**src/rtl/mlh_regs.svh**
```systemverilog
`ifndef MLH_REGS_SVH
`define MLH_REGS_SVH

// frame and bit-count sizes
`define MLH_FRAME_BITS   8
`define MLH_CNT_W        4
// idle (mark) level of the transmitted data line
`define MLH_TXD_IDLE     1'b1
// reset value of the shift registers
`define MLH_SHIFT_RST    8'h00

`endif

```
**src/rtl/mlh_pkg.sv**
```systemverilog
`default_nettype none

package mlh_pkg;

    // modem control lines coming in, already synchronised
    typedef struct packed {
        logic dsr;
        logic cts;
        logic rlsd;
    } mlh_modem_in_t;

    // transmit-side terminal states
    typedef enum logic [1:0] {
        MLH_TX_IDLE,
        MLH_TX_WAIT_CTS,
        MLH_TX_SEND,
        MLH_TX_DROP
    } mlh_tx_state_t;

endpackage : mlh_pkg

`default_nettype wire

```
**src/rtl/mlh_link.sv**
```systemverilog
`timescale 1ns/1ns
`default_nettype none
`include "mlh_regs.svh"

module mlh_link
    import mlh_pkg::*;
(
    // clock and reset
    input  wire logic                        clk,
    input  wire logic                        rst,
    input  wire logic                        ce,
    // terminal user side
    input  wire logic                        comm_mode,
    input  wire logic                        tx_start,
    input  wire logic [`MLH_FRAME_BITS-1:0]  tx_data,
    output var  logic                        tx_busy,
    output var  logic                        tx_done,
    output var  logic [`MLH_FRAME_BITS-1:0]  rx_data,
    output var  logic                        rx_valid,
    output var  logic                        modem_ready,
    // modem side pins
    input  wire logic                        dsr_pin,
    input  wire logic                        cts_pin,
    input  wire logic                        rlsd_pin,
    input  wire logic                        txclk_pin,
    input  wire logic                        rxclk_pin,
    input  wire logic                        rxd_pin,
    output var  logic                        dtr_pin,
    output var  logic                        rts_pin,
    output var  logic                        txd_pin
);

    //--------------------------------------------------------------
    // pin synchronisers
    //--------------------------------------------------------------
    logic [5:0] sync1_ff;
    logic [5:0] sync2_ff;
    logic       txclk_old_ff;
    logic       rxclk_old_ff;

    // two stages on every pin; only the second stage is read
    always_ff @(posedge clk or posedge rst) begin
        if (rst) begin
            sync1_ff     <= 6'h00;
            sync2_ff     <= 6'h00;
            txclk_old_ff <= 1'b0;
            rxclk_old_ff <= 1'b0;
        end else if (ce) begin
            sync1_ff     <= {dsr_pin, cts_pin, rlsd_pin,
                             txclk_pin, rxclk_pin, rxd_pin};
            sync2_ff     <= sync1_ff;
            txclk_old_ff <= sync2_ff[2];
            rxclk_old_ff <= sync2_ff[1];
        end
    end

    mlh_modem_in_t modem;
    wire logic txclk_s  = sync2_ff[2];
    wire logic rxclk_s  = sync2_ff[1];
    wire logic rxd_s    = sync2_ff[0];
    // bits change on the falling transmit clock edge, the modem
    // samples on the rising one; receive samples on the rising edge
    wire logic txclk_fall = txclk_old_ff & ~txclk_s;
    wire logic rxclk_rise = ~rxclk_old_ff & rxclk_s;

    assign modem.dsr  = sync2_ff[5];
    assign modem.cts  = sync2_ff[4];
    assign modem.rlsd = sync2_ff[3];

    //--------------------------------------------------------------
    // transmit side
    //--------------------------------------------------------------
    mlh_tx_state_t               state_ff;
    mlh_tx_state_t               nxt_state;
    logic [`MLH_FRAME_BITS-1:0]  tx_sh_ff;
    logic [`MLH_CNT_W-1:0]       tx_cnt_ff;
    logic                        done_ff;

    // true on the count of the last bit of a frame; both directions
    // share it so the frame length is decoded in one place only
    function automatic logic at_last(input logic [`MLH_CNT_W-1:0] cnt);
        return cnt == 4'(`MLH_FRAME_BITS - 1);
    endfunction

    // link usable for sending only with terminal and modem both ready
    wire logic link_up  = comm_mode & modem.dsr;
    wire logic last_bit = at_last(tx_cnt_ff);

    // next-state decode
    always_comb begin
        nxt_state = state_ff;
        case (state_ff)
            MLH_TX_IDLE:
                if (tx_start && link_up) begin
                    nxt_state = MLH_TX_WAIT_CTS;
                end
            MLH_TX_WAIT_CTS:
                if (!link_up) begin
                    nxt_state = MLH_TX_IDLE;
                end else if (modem.cts && txclk_fall) begin
                    nxt_state = MLH_TX_SEND;
                end
            MLH_TX_SEND:
                if (!modem.cts || !link_up) begin
                    nxt_state = MLH_TX_DROP;  // lost clear to send aborts
                end else if (txclk_fall && last_bit) begin
                    nxt_state = MLH_TX_DROP;
                end
            MLH_TX_DROP:
                // wait for the modem to drop clear to send, so a
                // stale one never starts the next frame early
                if (!modem.cts) begin
                    nxt_state = MLH_TX_IDLE;
                end
            default:
                nxt_state = MLH_TX_IDLE;
        endcase
    end

    // shift one bit per transmit clock period, lsb first
    always_ff @(posedge clk or posedge rst) begin
        if (rst) begin
            state_ff  <= MLH_TX_IDLE;
            tx_sh_ff  <= `MLH_SHIFT_RST;
            tx_cnt_ff <= '0;
            done_ff   <= 1'b0;
        end else if (ce) begin
            state_ff <= nxt_state;
            done_ff  <= (state_ff == MLH_TX_SEND) &&
                        (nxt_state == MLH_TX_DROP);
            if (state_ff == MLH_TX_IDLE && tx_start) begin
                tx_sh_ff  <= tx_data;
                tx_cnt_ff <= '0;
            end else if (state_ff == MLH_TX_SEND && txclk_fall) begin
                tx_sh_ff  <= tx_sh_ff >> 1;
                tx_cnt_ff <= tx_cnt_ff + 4'h1;
            end
        end
    end

    // the bit on the line sits in [0]; on a falling transmit clock
    // inside a frame the register shifts at the same edge, so the
    // next bit is taken one place up to stay in step with it
    wire logic send_now  = (nxt_state == MLH_TX_SEND);
    wire logic shift_now = (state_ff == MLH_TX_SEND) && txclk_fall;
    wire logic nxt_txd   = !send_now ? `MLH_TXD_IDLE :
                           shift_now ? tx_sh_ff[1] : tx_sh_ff[0];

    //--------------------------------------------------------------
    // receive side
    //--------------------------------------------------------------
    logic [`MLH_FRAME_BITS-1:0]  rx_sh_ff;
    logic [`MLH_CNT_W-1:0]       rx_cnt_ff;

    // only listen while carrier is detected and we are not sending;
    // the partial count is flushed when carrier drops
    wire logic rx_en   = modem.rlsd && (state_ff == MLH_TX_IDLE);
    wire logic rx_last = at_last(rx_cnt_ff);

    // the eighth rising receive clock edge completes a frame
    always_ff @(posedge clk or posedge rst) begin
        if (rst) begin
            rx_sh_ff  <= `MLH_SHIFT_RST;
            rx_cnt_ff <= '0;
            rx_data   <= `MLH_SHIFT_RST;
            rx_valid  <= 1'b0;
        end else if (ce) begin
            rx_valid <= 1'b0;
            if (!rx_en) begin
                rx_cnt_ff <= '0;
            end else if (rxclk_rise) begin
                rx_sh_ff  <= {rxd_s, rx_sh_ff[7:1]};
                rx_cnt_ff <= rx_last ? 4'h0 : rx_cnt_ff + 4'h1;
                if (rx_last) begin
                    rx_data  <= {rxd_s, rx_sh_ff[7:1]};
                    rx_valid <= 1'b1;
                end
            end
        end
    end

    //--------------------------------------------------------------
    // output registers
    //--------------------------------------------------------------
    // every pin and status output leaves a flop, so no decode glitch
    // reaches the modem cable; the cost is one cycle of latency
    always_ff @(posedge clk or posedge rst) begin
        if (rst) begin
            dtr_pin     <= 1'b0;
            rts_pin     <= 1'b0;
            txd_pin     <= `MLH_TXD_IDLE;
            tx_busy     <= 1'b0;
            tx_done     <= 1'b0;
            modem_ready <= 1'b0;
        end else if (ce) begin
            dtr_pin     <= comm_mode;
            rts_pin     <= (nxt_state == MLH_TX_WAIT_CTS) ||
                           (nxt_state == MLH_TX_SEND);
            txd_pin     <= nxt_txd;
            tx_busy     <= (nxt_state != MLH_TX_IDLE);
            tx_done     <= done_ff;
            modem_ready <= modem.dsr;
        end
    end

endmodule : mlh_link

`default_nettype wire

```
**config.mk**
```make
export PLATFORM = sky130hd
export DESIGN_NAME = mlh_link
export DESIGN_NICKNAME = d
export VERILOG_FILES = /design/src/rtl/mlh_pkg.sv /design/src/rtl/mlh_link.sv
export VERILOG_INCLUDE_DIRS = /design/src /design/src/rtl
export SDC_FILE = /design/constraint.sdc
export NUM_CORES = 1
export LEC_CHECK = 0
export BUFFER_PORTS_ARGS = -buffer_cell sky130_fd_sc_hd__buf_4
export CELL_PAD_IN_SITES_DETAIL_PLACEMENT = 1
export CELL_PAD_IN_SITES_GLOBAL_PLACEMENT = 2
export CORE_UTILIZATION = 34
export DETAILED_ROUTE_END_ITERATION = 10
export HOLD_SLACK_MARGIN = 0.12
export PLACE_DENSITY = 0.79
export SYNTH_ARGS = -nofsm -noshare
export SYNTH_HDL_FRONTEND = slang
export SYNTH_SLANG_ARGS = --single-unit
export TNS_END_PERCENT = 30
```
**constraint.sdc**
```tcl
create_clock -name clk -period 1.8 [get_ports clk]
set_input_delay 0.09 -clock clk [delete_from_list [all_inputs] [get_ports clk]]
set_output_delay 0.09 -clock clk [all_outputs]
set_load 0.02 [all_outputs]
```
==> flow_metrics.tcl <==
set metrics [dict create \
    outcome "completed" \
    n_antenna_cell 0 \
    synth_nets 229 \
    grt_pass1_wl_um 8610 \
    io_pins 34 \
    worstSetupPathDepth 6 \
    r2r-start "txclk_old_ff" \
    cts_inserted_buffers 5 \
    start_util_pct 35.5 \
    max_stage_delay_ps 400 \
    clock-skew-final_ps 7.26 \
    ys_seq_area_share_pct 56.5 \
    ir_drop_v 0.000395 \
    syn_to_final_growth_pct 30.9 \
    fmax_mhz 574 \
    grt_setup_unrepaired "no" \
    critPathLaunchType "register" \
    synthTopCellsByArea "dfrtp_1, mux2_2, nand2_1" \
    clk_pin_slew_ps 100 \
    critPathTopFamily "compound AO/OA/AOI/OAI gates" \
    port_buffers 33 \
    clkLatencyLatePin_ps 320 \
    core_um2 6870 \
    hold_viol_final 0 \
    drt-initial-drc-count 74 \
    antenna_left 0 \
    cp-endpoint "rts_pin" \
    p_total_mw 3.35 \
    grt_max_degree 35 \
    yosysMostFrequentCell "dfrtp_1" \
    ys.warnings.count 0 \
    period_share_pct 96.7 \
    synth_common_cells "dfrtp_1, mux2_2, nand2_1, nor2_1" \
    wl_per_cell_um 13.8 \
    hold_path_class "primary input to register" \
    track_usage_pct 14.8 \
    first_pass_iters 4 \
    rows 30 \
    grt_pass1_vias 1798 \
    die_w_um 86.6 \
    power.leakage_nw 1.49 \
    dieArea_um2 7510 \
    ys.flop_type "dfrtp_1" \
    htreeDepth 2 \
    syn_area_per_cell_um2 11.9 \
    place_congestion 0.777 \
    r2r_slack_ps 60 \
    cts_root_buffer "clkbuf_8" \
    dp_hpwl_um 3420 \
    synth_cells 205 \
    setup_ws_ps 59.1 \
    end_kind "register" \
    drcViolationCount 0 \
    wirelength_um 5050 \
    avgViaCountPerCell 4.79 \
    finalMaxSlewViolations 0 \
    powerDensity_nw_per_um2 1050 \
    antenna_found_initial 0 \
    drive_above_1_share_pct 37.2 \
    slew_headroom_pct 64.5 \
    crit_path_top_delay_cell "dfrtp_1" \
    nNetsFinal 292 \
    finalCriticalPeriod_ps 1740 \
    critPathBufInv 0 \
    crit_chain "nor2b_4, a211o_1, a32o_2, o21a_1, ha_1, a21oi_1" \
    crit_fanout 3 \
    fp.dieH_um 86.6 \
    grt.overflow.total 0 \
    cts_tree "built" \
    vias 1750 \
    clock_path_buffers 2 \
    setup_viol 0 \
    worst-r2r-cell-count 6 \
    synth_edf_count 0 \
    whs_path_depth 2 \
    path_class "register to register" \
    synth_top_area_share_pct 55.5 \
    drv_cap 0 \
    r2r_end "rts_pin" \
    synthArstFlopShare_pct 100 \
    worst_pin_slew_ps 531 \
    dp_slack_ps -3.62 \
    syn-cell-area_um2 2440 \
    synth_cell_type_count 37 \
    worstSetupStartpoint "txclk_old_ff" \
    yosysTopAreaCell "dfrtp_1" \
    ys_ff_latch 55 \
    crit_required_ps 2050 \
    fin_setup_tns_ps 0 \
    worstPathArrival_ps 1990 \
    clock-sinks 55 \
]
-- metal layers --
metal / routed length, µm / track usage (%) / part of all wire (%) / up-vias
li1: - / - / - / 843
met1: 2480 / 20.0 / 49 / 877
met2: 2370 / 23.8 / 47 / 24
met3: 113 / 2.86 / 2.2 / 6
met4: 83 / 5.45 / 1.6 / 0
met5: 0 / 0 / 0 / -
-- cells by family after synthesis --
| family | synth area share, % |
|---|---|
| buffers and inverters | 3.24 |
| adders and majority gates | 2.57 |
| muxes | 15.6 |
| DFF | 56.5 |
| AOI/OAI and AO/OA | 9.45 |
| and+or+nand+nor | 12.6 |
-- cell usage in the layout, fill, tap and decap left out, types with 2 or more instances in the layout --
| cell type | count |
|---|---|
| buf_12 | 3 |
| nand2_1 | 22 |
| dfrtp_1 | 54 |
| mux2_2 | 31 |
| inv_1 | 7 |
| o21ai_0 | 8 |
| a21oi_1 | 7 |
| nor2b_1 | 2 |
| clkbuf_8 | 5 |
| ha_1 | 5 |
| buf_4 | 46 |
| a21o_1 | 3 |
| nand4b_1 | 2 |
| nor3b_1 | 3 |
| nor2_1 | 12 |
| nand3_1 | 4 |
| dlygate4sd3_1 | 16 |
| nand2b_1 | 2 |
| a31oi_1 | 9 |
| mux2i_1 | 3 |
-- worst reg2reg max path, cell delays in order (launching register included) --
cell	delay [ps]
dfrtp_1	400
nor2b_4	130
a211o_1	250
a32o_2	290
o21a_1	210
ha_1	270
a21oi_1	120
-- through the flow --
| stage | hold slack (ps) | instances | instance area [µm²] | utilization, % |
|---|---|---|---|---|
| global placement | 167 | 339 | 2910 | 42.3 |
| global route | 176 | 365 | 3190 | 46.4 |
| detailed placement | 172 | 339 | 2910 | 42.3 |
| floorplan | 229 | 205 | 2440 | - |
| finish | 157 | 365 | 3190 | 46.4 |
| CTS | 145 | 364 | 3170 | 46.1 |
-- final cells by class --
class / instances / area (µm²)
clock buffers: 5 / 68.8
fillers: 750 / 3680
well taps: 96 / 120
clock inverters: 3 / 27.5
inverters: 8 / 30.0
multi-input cells: 132 / 988
flip-flops and latches: 55 / 1380
repair buffers: 66 / 577
-- flip-flops by register name, summed over array words and instances (netlist names), 2 cells and up --
register   count
rx_data        8
tx_sh_ff       8
rx_sh_ff       7
sync1_ff       6
sync2_ff       6
rx_cnt_ff      4
tx_cnt_ff      4
state_ff       2
-- what timing repair did --
item / 4_1_cts / 5_1_grt
buffers inserted: 1 / 1
resized for setup: 0 / 5
hold buffers: 16 / 0
hold endpoints to repair: 35 / 0
setup endpoints to repair: 1 / 4
pin swaps: 0 / 5
-- power breakdown --
part	switching, mW	internal, mW	leakage [nW]
clock	0.445	0.287	0.0463
sequential	0.170	1.48	0.697
combinational	0.476	0.497	0.743
total	1.09	2.26	1.49
-- how the worst min path moves through the flow --
stage,end,slack (ps),from
2_1_floorplan,tx_sh_ff[7],230,tx_data[7]
3_3_place_gp,rx_data[0],170,rst
3_5_place_dp,rx_data[0],170,rst
4_1_cts,sync2_ff[3],150,ce
5_1_grt,sync2_ff[3],180,ce
6_report,sync2_ff[3],160,ce
Power figures use the tool's default switching activity.
